===== src/field_limit_params.svh =====
/*
 * Register offsets, field positions, reset values and timing figures
 * for the limit check and interrupt configuration block.
 * Assumes: included by bare name; holds definitions only.
 */
`ifndef FIELD_LIMIT_PARAMS_SVH
`define FIELD_LIMIT_PARAMS_SVH
// register offsets on the serial port
`define REG_AXIS_OPT 8'h03
`define REG_X_LIM 8'h04
`define REG_Y_LIM 8'h05
`define REG_Z_LIM 8'h06
`define REG_TEMP 8'h07
`define REG_IRQ 8'h08
`define REG_RESET 8'h00
// axis_option_control fields
`define AOC_CNT 6
`define AOC_DIR 5
`define AOC_GAIN 4
`define AOC_PAIR_HI 3
`define AOC_PAIR_LO 2
`define AOC_XYR 1
`define AOC_ZR 0
`define AOC_WMASK 8'h7f
// temperature_control fields
`define TC_LIM_HI 7
`define TC_LIM_LO 1
`define TC_ON 0
// irq_response_control fields
`define IRC_RSLT 7
`define IRC_LIM 6
`define IRC_PULSE 5
`define IRC_MODE_HI 4
`define IRC_MODE_LO 2
`define IRC_WMASK 8'hfd
// scaling: code step is 2048/128 counts of the lower range
`define LIM_SHIFT 3'h4
`define BAND_BASE 16'h0008
`define BAND_SIGNED 3'h0
`define BAND_MAG 3'h1
`define BAND_OFS 4'h2
// crossing counts
`define CROSS_ONE 3'h1
`define CROSS_FOUR 3'h4
// timing
`define SYS_CLK_NS 4
`define IRQ_PULSE_NS 10000
`define I2C_ADDR_DEF 7'h35
`endif


===== src/field_limit_pkg.sv =====
/*
 * Types shared by the limit check block: field sample type, interrupt
 * route codes and serial target states.
 * Assumes: compiled before every module that imports it.
 */
`default_nettype none
package field_limit_pkg;
	typedef logic signed [13:0] field_t;
	typedef enum logic [2:0] {
		IRQ_NONE = 3'h0, IRQ_PIN = 3'h1, IRQ_PIN_IDLE = 3'h2, IRQ_SCL = 3'h3,
		IRQ_SCL_IDLE = 3'h4, SW_UNI = 3'h5, SW_OMNI = 3'h6, IRQ_BAD = 3'h7
	} irq_mode_e;
	typedef enum logic [8:0] {
		ST_IDLE = 9'h001, ST_ADDR = 9'h002, ST_AACK = 9'h004, ST_PTR = 9'h008,
		ST_PACK = 9'h010, ST_WDAT = 9'h020, ST_WACK = 9'h040, ST_RDAT = 9'h080,
		ST_RACK = 9'h100
	} bus_state_e;
endpackage
`default_nettype wire


===== src/field_limit_irq_config.sv =====
/*
 * Limit check and interrupt configuration registers behind a serial
 * two-wire target port, with crossing counter and interrupt output.
 * Assumes: conversion results arrive on sys_clk with a done pulse;
 * scl/sda/int pins are open drain, resolved by the surroundings.
 */
// Contract
// Limit interrupt after one crossing if count bit 0, four if 1.
// Direction bit flags above (0) or below (1); ignored for band above 1.
// Gain channel bit picks first (0) or second (1) axis of pair.
// Angle pair field: 0 off, 1 X-Y, 2 Y-Z, 3 X-Z.
// Planar range bit picks lower or doubled X/Y range.
// Vertical range bit picks lower or doubled Z range.
// X/Y limits are signed 8-bit codes scaled by planar range.
// Limit step is range over 128, doubled when range bit set.
// A zero limit disables that channel's comparison.
// Z limit is signed code scaled by vertical range.
// Temperature limit uses 7-bit code, 8 degrees per step.
// Temperature channel bit adds temperature to conversions.
// Result enable raises interrupt when conversion set completes.
// Limit enable raises interrupt on crossing; otherwise none.
// Latched until addressed, or single 10 us pulse.
// Band select: signed limit, symmetric magnitude, or 8..256 LSB bands.
// Mode routes interrupt to int pin or scl, or switch output.
// Check per completed conversion; counter clears on interrupt or write.
`timescale 1ns/100ps
`default_nettype none
`include "field_limit_params.svh"
module field_limit_irq_config
	import field_limit_pkg::*;
#(
	parameter logic [6:0] DEV_ADDR = `I2C_ADDR_DEF
) (
	input wire logic sys_clk,
	input wire logic rst_n,
	input wire logic scl_i,
	output logic scl_o,
	output logic scl_oe,
	input wire logic sda_i,
	output logic sda_o,
	output logic sda_oe,
	output logic int_o,
	output logic int_oe,
	input wire logic conv_done,
	input wire logic [2:0] band_select,
	input wire logic [2:0] mag_ch_on,
	input wire field_t x_field,
	input wire field_t y_field,
	input wire field_t z_field,
	input wire logic [6:0] temp_code,
	output logic [1:0] angle_pair,
	output logic angle_on,
	output logic [2:0] gain_axis,
	output logic xy_range_wide,
	output logic z_range_wide,
	output logic temperature_channel_on
);
	localparam int PULSE_CYC = `IRQ_PULSE_NS / `SYS_CLK_NS;

	typedef struct packed {
		bus_state_e st;
		logic [3:0] bits;
		logic [7:0] sh;
		logic [7:0] ptr;
		logic rw;
		logic sda_oe;
		logic busy;
		logic scl_p;
		logic sda_p;
		logic [7:0] aoc;
		logic [7:0] xl;
		logic [7:0] yl;
		logic [7:0] zl;
		logic [7:0] tc;
		logic [7:0] irc;
		logic [2:0] cnt;
		logic latch;
		logic [11:0] pcnt;
		logic sw;
	} state_s;
	state_s q, d;

	logic scl_s, sda_s, scl_rise, scl_fall, start_c, stop_c, full;
	logic addr_hit, wr_en, cfg_wr, hit_any, temp_hit, cross_ev, lim_fire;
	logic rslt_ev, irq_ev, pulse_on, active, sw_sel_hit, sw_sel_rel;
	logic [2:0] need, beyond, rel;
	logic [7:0] rd_data;
	irq_mode_e mode;
	field_t fields [3];
	logic [7:0] codes [3];
	logic wides [3];

	pin_sync #(.W(2)) u_sync (
		.sys_clk(sys_clk),
		.rst_n(rst_n),
		.pin_in({scl_i, sda_i}),
		.pin_out({scl_s, sda_s})
	);

	// per-axis operands, z uses its own range bit
	assign fields[0] = x_field;
	assign fields[1] = y_field;
	assign fields[2] = z_field;
	assign codes[0] = q.xl;
	assign codes[1] = q.yl;
	assign codes[2] = q.zl;
	assign wides[0] = q.aoc[`AOC_XYR];
	assign wides[1] = q.aoc[`AOC_XYR];
	assign wides[2] = q.aoc[`AOC_ZR];
	assign mode = irq_mode_e'(q.irc[`IRC_MODE_HI:`IRC_MODE_LO]);

	genvar gi;
	generate
		for (gi = 0; gi < 3; gi++) begin : g_axis
			limit_compare u_cmp (
				.field(fields[gi]),
				.code(codes[gi]),
				.wide(wides[gi]),
				.band(band_select),
				.below(q.aoc[`AOC_DIR]),
				.omni(mode == SW_OMNI),
				.beyond(beyond[gi]),
				.release_hit(rel[gi])
			);
		end
	endgenerate

	// bus edge and condition detection
	assign scl_rise = scl_s && !q.scl_p;
	assign scl_fall = !scl_s && q.scl_p;
	assign start_c = scl_s && q.scl_p && q.sda_p && !sda_s;
	assign stop_c = scl_s && q.scl_p && !q.sda_p && sda_s;
	assign full = (q.bits == 4'h8);

	// register read mux, reserved bits read zero
	always_comb begin
		unique case (q.ptr)
			`REG_AXIS_OPT: rd_data = q.aoc;
			`REG_X_LIM: rd_data = q.xl;
			`REG_Y_LIM: rd_data = q.yl;
			`REG_Z_LIM: rd_data = q.zl;
			`REG_TEMP: rd_data = q.tc;
			`REG_IRQ: rd_data = q.irc;
			default: rd_data = `REG_RESET;
		endcase
	end

	// limit events once per completed conversion set
	assign temp_hit = (q.tc[`TC_LIM_HI:`TC_LIM_LO] != 7'h00) &&
		(temp_code > q.tc[`TC_LIM_HI:`TC_LIM_LO]);
	assign hit_any = |(beyond & mag_ch_on) || (temp_hit && q.tc[`TC_ON]);
	assign cross_ev = conv_done && hit_any;
	assign need = q.aoc[`AOC_CNT] ? `CROSS_FOUR : `CROSS_ONE;
	assign lim_fire = cross_ev && ((q.cnt + 3'h1) >= need);
	assign rslt_ev = conv_done && q.irc[`IRC_RSLT];
	assign irq_ev = rslt_ev || (lim_fire && q.irc[`IRC_LIM]);
	assign pulse_on = (q.pcnt != 12'h000);
	assign active = q.irc[`IRC_PULSE] ? pulse_on : q.latch;

	// switch follows first enabled axis in X, Y, Z order
	always_comb begin
		sw_sel_hit = 1'b0;
		sw_sel_rel = 1'b0;
		if (mag_ch_on[0] && q.xl != `REG_RESET) begin
			sw_sel_hit = beyond[0];
			sw_sel_rel = rel[0];
		end else if (mag_ch_on[1] && q.yl != `REG_RESET) begin
			sw_sel_hit = beyond[1];
			sw_sel_rel = rel[1];
		end else if (mag_ch_on[2] && q.zl != `REG_RESET) begin
			sw_sel_hit = beyond[2];
			sw_sel_rel = rel[2];
		end
	end

	// serial target, register file and interrupt state
	always_comb begin
		d = q;
		addr_hit = 1'b0;
		wr_en = 1'b0;
		d.scl_p = scl_s;
		d.sda_p = sda_s;
		if (start_c) begin
			d.st = ST_ADDR;
			d.bits = 4'h0;
			d.busy = 1'b1;
			d.sda_oe = 1'b0;
		end else if (stop_c) begin
			d.st = ST_IDLE;
			d.busy = 1'b0;
			d.sda_oe = 1'b0;
		end else if (scl_rise) begin
			if (q.st inside {ST_ADDR, ST_PTR, ST_WDAT}) begin
				d.sh = {q.sh[6:0], sda_s};
				d.bits = q.bits + 4'h1;
			end else if (q.st == ST_RDAT) begin
				d.bits = q.bits + 4'h1;
			end else if (q.st == ST_RACK) begin
				d.rw = !sda_s; // rw reused as controller ack
			end
		end else if (scl_fall) begin
			unique case (q.st)
				ST_ADDR: if (full) begin
					if (q.sh[7:1] == DEV_ADDR) begin
						addr_hit = 1'b1;
						d.st = ST_AACK;
						d.sda_oe = 1'b1;
						d.rw = q.sh[0];
					end else begin
						d.st = ST_IDLE;
					end
				end
				ST_AACK, ST_RACK: begin
					d.bits = 4'h0;
					if (q.rw) begin
						d.st = ST_RDAT;
						d.sh = rd_data;
						d.sda_oe = !rd_data[7];
					end else begin
						d.st = (q.st == ST_AACK) ? ST_PTR : ST_IDLE;
						d.sda_oe = 1'b0;
					end
				end
				ST_PTR: if (full) begin
					d.st = ST_PACK;
					d.ptr = q.sh;
					d.sda_oe = 1'b1;
				end
				ST_PACK, ST_WACK: begin
					d.st = ST_WDAT;
					d.bits = 4'h0;
					d.sda_oe = 1'b0;
				end
				ST_WDAT: if (full) begin
					wr_en = 1'b1;
					d.st = ST_WACK;
					d.sda_oe = 1'b1;
					d.ptr = q.ptr + 8'h01;
				end
				ST_RDAT: begin
					if (full) begin
						d.st = ST_RACK;
						d.sda_oe = 1'b0;
						d.ptr = q.ptr + 8'h01;
					end else begin
						d.sh = {q.sh[6:0], 1'b0};
						d.sda_oe = !q.sh[6];
					end
				end
				default: d.st = q.st;
			endcase
		end
		// register writes, reserved bits held at zero
		cfg_wr = 1'b0;
		if (wr_en) begin
			cfg_wr = 1'b1;
			unique case (q.ptr)
				`REG_AXIS_OPT: d.aoc = q.sh & `AOC_WMASK;
				`REG_X_LIM: d.xl = q.sh;
				`REG_Y_LIM: d.yl = q.sh;
				`REG_Z_LIM: d.zl = q.sh;
				`REG_TEMP: d.tc = q.sh;
				`REG_IRQ: d.irc = q.sh & `IRC_WMASK;
				default: cfg_wr = 1'b0;
			endcase
		end
		// crossing counter clears on fire or on config write
		if (cfg_wr || lim_fire) begin
			d.cnt = 3'h0;
		end else if (cross_ev) begin
			d.cnt = q.cnt + 3'h1;
		end
		// latch: a new event beats the clear by addressing
		if (irq_ev) begin
			d.latch = 1'b1;
		end else if (addr_hit || q.irc[`IRC_PULSE]) begin
			d.latch = 1'b0;
		end
		if (irq_ev && q.irc[`IRC_PULSE]) begin
			d.pcnt = 12'(PULSE_CYC);
		end else if (pulse_on) begin
			d.pcnt = q.pcnt - 12'h001;
		end
		// switch state, with hysteresis only for band select above 1, updated per conversion
		if (conv_done && sw_sel_hit) begin
			d.sw = 1'b1;
		end else if (conv_done && sw_sel_rel) begin
			d.sw = 1'b0;
		end
	end

	always_ff @(posedge sys_clk or negedge rst_n) begin
		if (!rst_n) begin
			q <= '{st: ST_IDLE, scl_p: 1'b1, sda_p: 1'b1, default: '0};
		end else begin
			q <= d;
		end
	end

	// interrupt routing by mode, pins drive low only
	always_comb begin
		int_oe = 1'b0;
		scl_oe = 1'b0;
		unique case (mode)
			IRQ_PIN: int_oe = active;
			IRQ_PIN_IDLE: int_oe = active && !q.busy;
			IRQ_SCL: scl_oe = active;
			IRQ_SCL_IDLE: scl_oe = active && !q.busy;
			SW_UNI, SW_OMNI: int_oe = q.sw;
			IRQ_NONE, IRQ_BAD: int_oe = 1'b0;
		endcase
	end
	assign int_o = 1'b0;
	assign scl_o = 1'b0;
	assign sda_o = 1'b0;
	assign sda_oe = q.sda_oe;

	// configuration outputs to the datapath
	assign angle_pair = q.aoc[`AOC_PAIR_HI:`AOC_PAIR_LO];
	assign angle_on = (angle_pair != 2'h0);
	always_comb begin
		unique case (angle_pair)
			2'h1: gain_axis = q.aoc[`AOC_GAIN] ? 3'h2 : 3'h1;
			2'h2: gain_axis = q.aoc[`AOC_GAIN] ? 3'h4 : 3'h2;
			2'h3: gain_axis = q.aoc[`AOC_GAIN] ? 3'h4 : 3'h1;
			default: gain_axis = 3'h0;
		endcase
	end
	assign xy_range_wide = q.aoc[`AOC_XYR];
	assign z_range_wide = q.aoc[`AOC_ZR];
	assign temperature_channel_on = q.tc[`TC_ON];
endmodule
`default_nettype wire


===== src/limit_compare.sv =====
/*
 * One axis limit check: scales the limit code by the axis range and
 * tests a field sample against it in the selected band mode.
 * Assumes: field sample is in counts of the lower range (2048 = full).
 */
`timescale 1ns/100ps
`default_nettype none
`include "field_limit_params.svh"
module limit_compare
	import field_limit_pkg::*;
(
	input wire field_t field,
	input wire logic [7:0] code,
	input wire logic wide,
	input wire logic [2:0] band,
	input wire logic below,
	input wire logic omni,
	output logic beyond,
	output logic release_hit
);
	logic [2:0] shamt;
	logic [3:0] bshift;
	logic signed [15:0] r, a, lim, mag, bw;

	// scale the code and test the sample
	always_comb begin
		shamt = wide ? (`LIM_SHIFT + 3'h1) : `LIM_SHIFT;
		r = {{2{field[13]}}, field};
		a = (r < 0) ? -r : r;
		lim = $signed({{8{code[7]}}, code}) <<< shamt;
		mag = $signed({9'h000, code[6:0]}) <<< shamt;
		bshift = {1'b0, band} - `BAND_OFS + {3'h0, wide};
		bw = `BAND_BASE << bshift;
		beyond = 1'b0;
		release_hit = 1'b1;
		if (code == `REG_RESET) begin
			beyond = 1'b0;
		end else if (band == `BAND_SIGNED) begin
			beyond = below ? (r < lim) : (r > lim);
			release_hit = !beyond;
		end else if (band == `BAND_MAG) begin
			beyond = below ? (a < mag) : (a > mag);
			release_hit = !beyond;
		end else begin
			// direction ignored, band around the limit
			beyond = (omni ? a : r) > (lim + bw);
			release_hit = (omni ? a : r) < (lim - bw);
		end
	end
endmodule
`default_nettype wire


===== src/pin_sync.sv =====
/*
 * Two-stage synchroniser for pins sampled by sys_clk.
 * Assumes: only the second stage is read by other logic.
 */
`timescale 1ns/100ps
`default_nettype none
module pin_sync #(
	parameter int W = 2
) (
	input wire logic sys_clk,
	input wire logic rst_n,
	input wire logic [W-1:0] pin_in,
	output logic [W-1:0] pin_out
);
	typedef struct packed {
		logic [W-1:0] meta;
		logic [W-1:0] sync;
	} sync_s;
	sync_s st_q, st_d;

	// shift the pins through two flops
	always_comb begin
		st_d.meta = pin_in;
		st_d.sync = st_q.meta;
	end

	always_ff @(posedge sys_clk or negedge rst_n) begin
		if (!rst_n) begin
			st_q <= '1;
		end else begin
			st_q <= st_d;
		end
	end

	assign pin_out = st_q.sync;
endmodule
`default_nettype wire


===== config.mk =====
export PLATFORM = sky130hd
export DESIGN_NAME = field_limit_irq_config
export DESIGN_NICKNAME = d
export VERILOG_FILES = /design/src/field_limit_pkg.sv /design/src/field_limit_irq_config.sv /design/src/limit_compare.sv /design/src/pin_sync.sv
export VERILOG_INCLUDE_DIRS = /design/src
export SDC_FILE = /design/constraint.sdc
export NUM_CORES = 1
export LEC_CHECK = 0
export BUFFER_PORTS_ARGS = -buffer_cell sky130_fd_sc_hd__buf_2
export CAP_MARGIN = 30
export CORE_MARGIN = 1.5
export CORE_UTILIZATION = 30
export DETAILED_ROUTE_END_ITERATION = 6
export GPL_ROUTABILITY_DRIVEN = 1
export PLACE_DENSITY = 0.41
export SLEW_MARGIN = 20
export SYNTH_ARGS = -nofsm -noshare
export SYNTH_HDL_FRONTEND = slang
export SYNTH_SLANG_ARGS = --single-unit

===== constraint.sdc =====
create_clock -name sys_clk -period 6.3 [get_ports sys_clk]
set_input_delay 0.315 -clock sys_clk [delete_from_list [all_inputs] [get_ports sys_clk]]
set_output_delay 0.315 -clock sys_clk [all_outputs]
set_load 0.02 [all_outputs]

==> flow_metrics.env, run 1 <==
export IMPL_timing_critical_path_required_ns=6.54
export IMPL_cts_hold_buf=0
export IMPL_period_minus_slack_ns=5.93
export IMPL_drive_gt1_share_pct=12.2
export IMPL_grt_pass1_wl_um=67100
export IMPL_post_cts_buffers=0
export IMPL_worst_path_max_fanout=21
export IMPL_synth_distinct_cells=75
export IMPL_skew_ns=0.0108
export IMPL_syn_area_per_cell_um2=8.11
export IMPL_finalSetupViolCount=0
export IMPL_ant_nets=0
export IMPL_tightest_slew_ns=0.856
export IMPL_gr_total_overflow=0
export IMPL_std_cell_rows=77
export IMPL_diodes=0
export IMPL_critPathSlowestCell="or4b_2"
export IMPL_yosysTopAreaCellShare_pct=20.7
export IMPL_crit_start="xy_range_wide$_DFFE_PN0P_"
export IMPL_hp_class="input port to asynchronous set/reset pin"
export IMPL_syn_cell_area_um2=13500
export IMPL_dieWidth_um=216
export IMPL_arrival_ns=6.17
export IMPL_startpoint_type="flip-flop"
export IMPL_power_density_nw_per_um2=123
export IMPL_ir_drop_mv=0.103
export IMPL_first_global_vias=11700
export IMPL_cts_tree="yes"
export IMPL_finalHoldViolations=0
export IMPL_grt_max_degree=59
export IMPL_synthFlopType="dfrtp_1"
export IMPL_io_pins=75
export IMPL_end_kind="flip-flop"
export IMPL_path_common_cell="a21oi_1"
export IMPL_cts_max_path_buffers=2
export IMPL_fill_cells=4734
export IMPL_crit_family="simple AND/OR/NAND/NOR gates"
export IMPL_drtIter0Drc=735
export IMPL_fin_nets=2005
export IMPL_seq_area_frac_synth_pct=18.7
export IMPL_whs_ns=0.0173
export IMPL_async_reset_ff_share_pct=100
export IMPL_wire_per_inst_um=18.2
export IMPL_drc=0
export IMPL_max_stage_delay_ns=0.60
export IMPL_post_route_util_pct=33.6
export IMPL_worstSetupPathType="flip-flop to flip-flop"
export IMPL_htreeDepth=3
export IMPL_slew_viol_final=0
export IMPL_dp_cells=2294
export IMPL_clock_latency_ns=0.36
export IMPL_core_region_area_um2=44400
export IMPL_cp_num_buf_inv=2
export IMPL_ys_seq_elements=101
export IMPL_dr_pass1_iters=6
export IMPL_instances_no_fill=2312
export IMPL_wl_um=42100
export IMPL_leakage_nw=7.00
export IMPL_gp_congestion=0.828
export IMPL_ys_top_cells_by_area="ha_1, dfrtp_1, xnor2_1"
export IMPL_relSlewSlack_pct=42.4
export IMPL_vias_per_cell=5.18
export IMPL_synth_area_leader_cell="ha_1"
export IMPL_root_buffer="clkbuf_16"
export IMPL_maxCapViolations=0
export IMPL_synthToLayoutAreaGrowth_pct=10.2
export IMPL_clock_sinks=101
export IMPL_die_h_um=216
export IMPL_grt_usage_pct=18.1
export IMPL_fmax_mhz=169
export IMPL_initial_core_util_pct=30.5
export IMPL_numPortBuffers=71
export IMPL_cts_buffers=9
export IMPL_antenna_found_initial=1
export IMPL_synth_edff_count=0
export IMPL_vias=12000
export IMPL_die_area_um2=46400
export IMPL_synth_cells=1670
export IMPL_clk_pin_slew_ns=0.07
export IMPL_period_share_pct=94.2
export IMPL_place_hpwl_um=34300
export IMPL_reg2reg_from="xy_range_wide$_DFFE_PN0P_"
export IMPL_status="complete, no violations"
export IMPL_path_cells="buf_4, mux2i_1, inv_1, fa_1, nand2b_1, a21oi_1, o21ai_1, a21oi_1, o21bai_1, a21oi_1, o21bai_1, or4b_2, o311ai_0, ha_1, nand4_1, nor2_1, a311o_1, mux2i_1, and4b_2, o41a_1, and4_4, or3_1"
export IMPL_yosys_warnings=0
==> cell usage after synthesis (all sizes together), types with 11 or more instances <==
| cell type | instances |
|---|---|
| ha | 224 |
| nand2 | 138 |
| inv | 121 |
| o21ai | 102 |
| a21oi | 101 |
| xnor2 | 100 |
| nor2 | 95 |
| dfrtp | 94 |
| clkbuf | 58 |
| mux2 | 55 |
| nor3 | 51 |
| nand3 | 44 |
| nand2b | 39 |
| xor2 | 35 |
| nand4 | 27 |
| a21o | 26 |
| o21a | 23 |
| o21bai | 23 |
| mux2i | 21 |
| or3 | 21 |
| nor2b | 20 |
| nor4 | 16 |
| and2 | 15 |
| a31oi | 13 |
| o211ai | 13 |
| a22oi | 12 |
| buf | 12 |
| or2 | 12 |
| o31ai | 11 |
| or4 | 11 |
==> worst reg2reg max path, delay by kind of cell, from the launching register on <==
family | cells | cell delay, ns
flops | 1 | 0.36
fa+ha+maj | 2 | 0.81
compound gates | 9 | 1.65
mux | 2 | 0.71
simple gates | 7 | 1.82
buf+inv | 2 | 0.49
==> registers in the layout, summed over array words and instances (netlist names) <==
name,count
xy_range_wide,1
q,64
z_range_wide,1
codes,24
angle_pair,2
temperature_channel_on,1
sda_oe,1
mode,3
u_sync.pin_out,2
u_sync.st_d,2
==> metrics by stage <==
stage / TNS [ns] / instance area [um^2] / power [mW] / setup slack [ns]
floorplan: 0 / 13600 / 1.10 / 0.134
global placement: 0 / 14600 / 1.28 / 0.209
detailed placement: 0 / 14600 / 1.29 / 0.0837
CTS: 0 / 14900 / 1.86 / 0.177
global route: -0.00881 / 14900 / 1.97 / -0.00881
finish: 0 / 14900 / 1.84 / 0.368
==> routing by layer <==
metal,share of wire [%],vias up,GRT usage (%),routed length [um]
met5,0,-,0,0
met4,1.2,0,3.03,503
met3,2.5,23,1.45,1050
met2,46,152,30.4,19500
met1,50,5693,25.7,21100
li1,-,6104,-,-
==> cell type report <==
class,instances,area (um^2),share of cell area [%]
Multi-Input combinational cell,1380,10300,69.1
Clock inverter,5,57.6,0.385
Sequential cell,101,2540,17.0
Timing Repair Buffer,102,588,3.94
Tap cell,592,741,4.96
Clock buffer,11,233,1.56
Inverter,121,454,3.04
==> power breakdown <==
part           leakage (nW)  switching, mW  internal (mW)
combinational          5.51          0.338          0.249
clock                 0.144          0.253          0.310
sequential             1.35         0.0287          0.662
total                  7.00          0.620           1.22
==> worst paths after layout <==
check	cells past startpoint	slack, ns	endpoint
worst max-delay path	22	0.37	q[3]$_DFFE_PN0P_
worst min-delay path	1	0.02	q[87]$_DFFE_PN0P_
worst max register to register	22	0.37	q[3]$_DFFE_PN0P_
worst min register to register	0	0.36	u_sync.pin_out[1]$_DFF_PN1_
max in group asynchronous	2	5.17	codes[13]$_DFFE_PN0P_
min in group sys_clk	1	0.05	u_sync.st_d[0]$_DFF_PN1_
==> placed cells by master, fill, tap and decap left out, drive strengths merged, types with 12 or more instances in the layout <==
cell,count
nor3,51
o21a,23
a31oi,13
a21o,26
and2,15
xnor2,100
nand2b,39
a21oi,101
nand2,138
nand4,27
mux2,55
a22oi,12
nor2,95
nor4,16
dfrtp,94
ha,224
o21ai,102
or2,12
nor2b,20
o211ai,13
inv,123
or3,21
nand3,44
buf,102
o21bai,23
mux2i,21
xor2,35
==> logic make-up after synthesis <==
group,Yosys count,synth area share (%)
adders and majority gates,230,21.6
xor gates and xnor gates,135,8.73
AOI/OAI and AO/OA,402,19.1
muxes,76,6.12
DFF,101,18.7
and+or+nand+nor,534,20.2
other,1,0.0277
buffers and inverters,191,5.50
==> timing repair <==
item / 4_1_cts / 5_1_grt
endpoints found under the hold margin: 0 / 0
gates resized for setup: 0 / 13
setup endpoints to repair: 0 / 15
Power figures use the tool's default switching activity.
==> run 2, diff against run 1 <==
PLACE_DENSITY = 0.43   (was 0.41)
clock period = 5.1 ns   (was 6.3 ns; I/O delays follow)
==> flow_metrics.env, run 2 (synthesis gave the netlist of run 1 again) <==
export IMPL_grt_usage_pct=18.3
export IMPL_initial_core_util_pct=30.5
export IMPL_first_global_vias=12300
export IMPL_tightest_slew_ns=0.816
export IMPL_gp_congestion=0.852
export IMPL_io_pins=75
export IMPL_drc=0
export IMPL_diodes=0
export IMPL_ant_nets=0
export IMPL_dr_pass1_iters=5
export IMPL_ir_drop_mv=0.150
export IMPL_fin_nets=2150
export IMPL_clock_latency_ns=0.35
export IMPL_timing_critical_path_required_ns=5.33
export IMPL_cts_buffers=9
export IMPL_drtIter0Drc=578
export IMPL_worstSetupPathType="flip-flop to flip-flop"
export IMPL_vias=12500
export IMPL_largest_reg_flops=64
export IMPL_max_stage_delay_ns=0.53
export IMPL_relSlewSlack_pct=45.2
export IMPL_skew_ns=0.00847
export IMPL_wire_per_inst_um=17.4
export IMPL_rsz0062_at_grt="yes"
export IMPL_die_h_um=216
export IMPL_htreeDepth=3
export IMPL_whs_ns=0.198
export IMPL_period_minus_slack_ns=5.31
export IMPL_r2r_cells=27
export IMPL_power_density_nw_per_um2=141
export IMPL_finalHoldViolations=0
export IMPL_post_route_util_pct=37.1
export IMPL_antenna_found_initial=1
export IMPL_dieWidth_um=216
export IMPL_period_share_pct=104
export IMPL_grt_max_degree=55
export IMPL_drive_gt1_share_pct=22.5
export IMPL_hold_depth=3
export IMPL_worst_path_max_fanout=7
export IMPL_critPathSlowestCell="or4_4"
export IMPL_setup_slack_ns=-0.208
export IMPL_p_total_mw=2.33
export IMPL_startpoint_type="flip-flop"
export IMPL_fmax_mhz=188
export IMPL_finalSetupViolCount=16
export IMPL_place_hpwl_um=34800
export IMPL_fin_tns_setup_ns=-2.38
export IMPL_regMostFlops="q"
export IMPL_hp_class="input port to flip-flop"
export IMPL_leakage_nw=7.74
export IMPL_slew_viol_final=0
export IMPL_arrival_ns=5.54
export IMPL_grt_pass1_wl_um=68100
export IMPL_clock_sinks=101
export IMPL_cts_max_path_buffers=2
export IMPL_cts_tree="yes"
export IMPL_layout_commonest_cell="ha_1"
export IMPL_path_common_cell="o21bai_1"
export IMPL_gr_total_overflow=0
export IMPL_numPortBuffers=71
export IMPL_wl_um=42700
export IMPL_std_cell_rows=77
export IMPL_clk_pin_slew_ns=0.07
export IMPL_vias_per_cell=5.08
export IMPL_maxCapViolations=0
export IMPL_core_region_area_um2=44400
export IMPL_violations="setup timing"
export IMPL_status="finished, violations left"
export IMPL_end_kind="flip-flop"
export IMPL_die_area_um2=46400
export IMPL_mostFrequentLayoutCells="ha_1, buf_4, nand2_1"
export IMPL_root_buffer="clkbuf_16"
export IMPL_synthToLayoutAreaGrowth_pct=21.7
run 2: final cells by class:
cell class / count / area [um^2]
inverter: 121 / 459
sequential: 101 / 2540
timing repair buffer: 247 / 1700
multi-input combinational: 1380 / 10800
clock inverter: 5 / 37.5
clock buffer: 11 / 243
tap: 592 / 741
fill: 4658 / 27900
run 2: metal layers:
layer	vias up	wire [um]	GRT usage [%]
met3	14	1130	1.51
met5	-	0	0
met1	5912	21300	26.0
li1	6390	-	-
met4	0	248	1.86
met2	157	20000	30.9
run 2: repair_timing:
item / CTS / global route
hold endpoints to repair: 46 / 0
setup buffers: 16 / 4
setup endpoints to repair: 17 / 17
gates resized for setup: 35 / 40
hold buffers: 3 / 0
pin swaps: 38 / 20
cloned: 0 / 0
run 2: per-stage QoR:
| stage | std cells | worst slack, ns | area [um^2] |
|---|---|---|---|
| detailed placement | 2418 | -0.516 | 15700 |
| finish | 2457 | -0.208 | 16500 |
| CTS | 2452 | -0.242 | 16300 |
| floorplan | 1672 | -0.196 | 13700 |
| global route | 2457 | -0.497 | 16500 |
| global placement | 2417 | -0.464 | 15700 |
run 2: path summary, 6_finish.rpt:
check	startpoint	endpoint	slack [ns]
setup / recovery	xy_range_wide$_DFFE_PN0P_	q[3]$_DFFE_PN0P_	-0.21
hold / removal	conv_done	q[13]$_DFFE_PN0P_	0.20
setup reg to reg	xy_range_wide$_DFFE_PN0P_	q[3]$_DFFE_PN0P_	-0.21
hold reg to reg	u_sync.st_d[1]$_DFF_PN1_	u_sync.pin_out[1]$_DFF_PN1_	0.37
max in group asynchronous	rst_n	z_range_wide$_DFFE_PN0P_	3.46
min in group asynchronous	rst_n	q[96]$_DFFE_PN0P_	0.46
run 2: report_power, final:
| part | switching [mW] | total [mW] | internal, mW |
|---|---|---|---|
| logic | 0.444 | 0.812 | 0.368 |
| registers | 0.0349 | 0.852 | 0.817 |
| clock network | 0.318 | 0.664 | 0.346 |
| total | 0.797 | 2.33 | 1.53 |
run 2: worst max-delay path, delay by kind of cell (launching register included):
family | cells | cell delay [ns]
AOI/OAI and AO/OA | 10 | 1.60
and+or+nand+nor | 8 | 1.59
adders and majority gates | 5 | 1.17
DFF | 1 | 0.42
xor gates and xnor gates | 2 | 0.27
buffers and inverters | 2 | 0.13
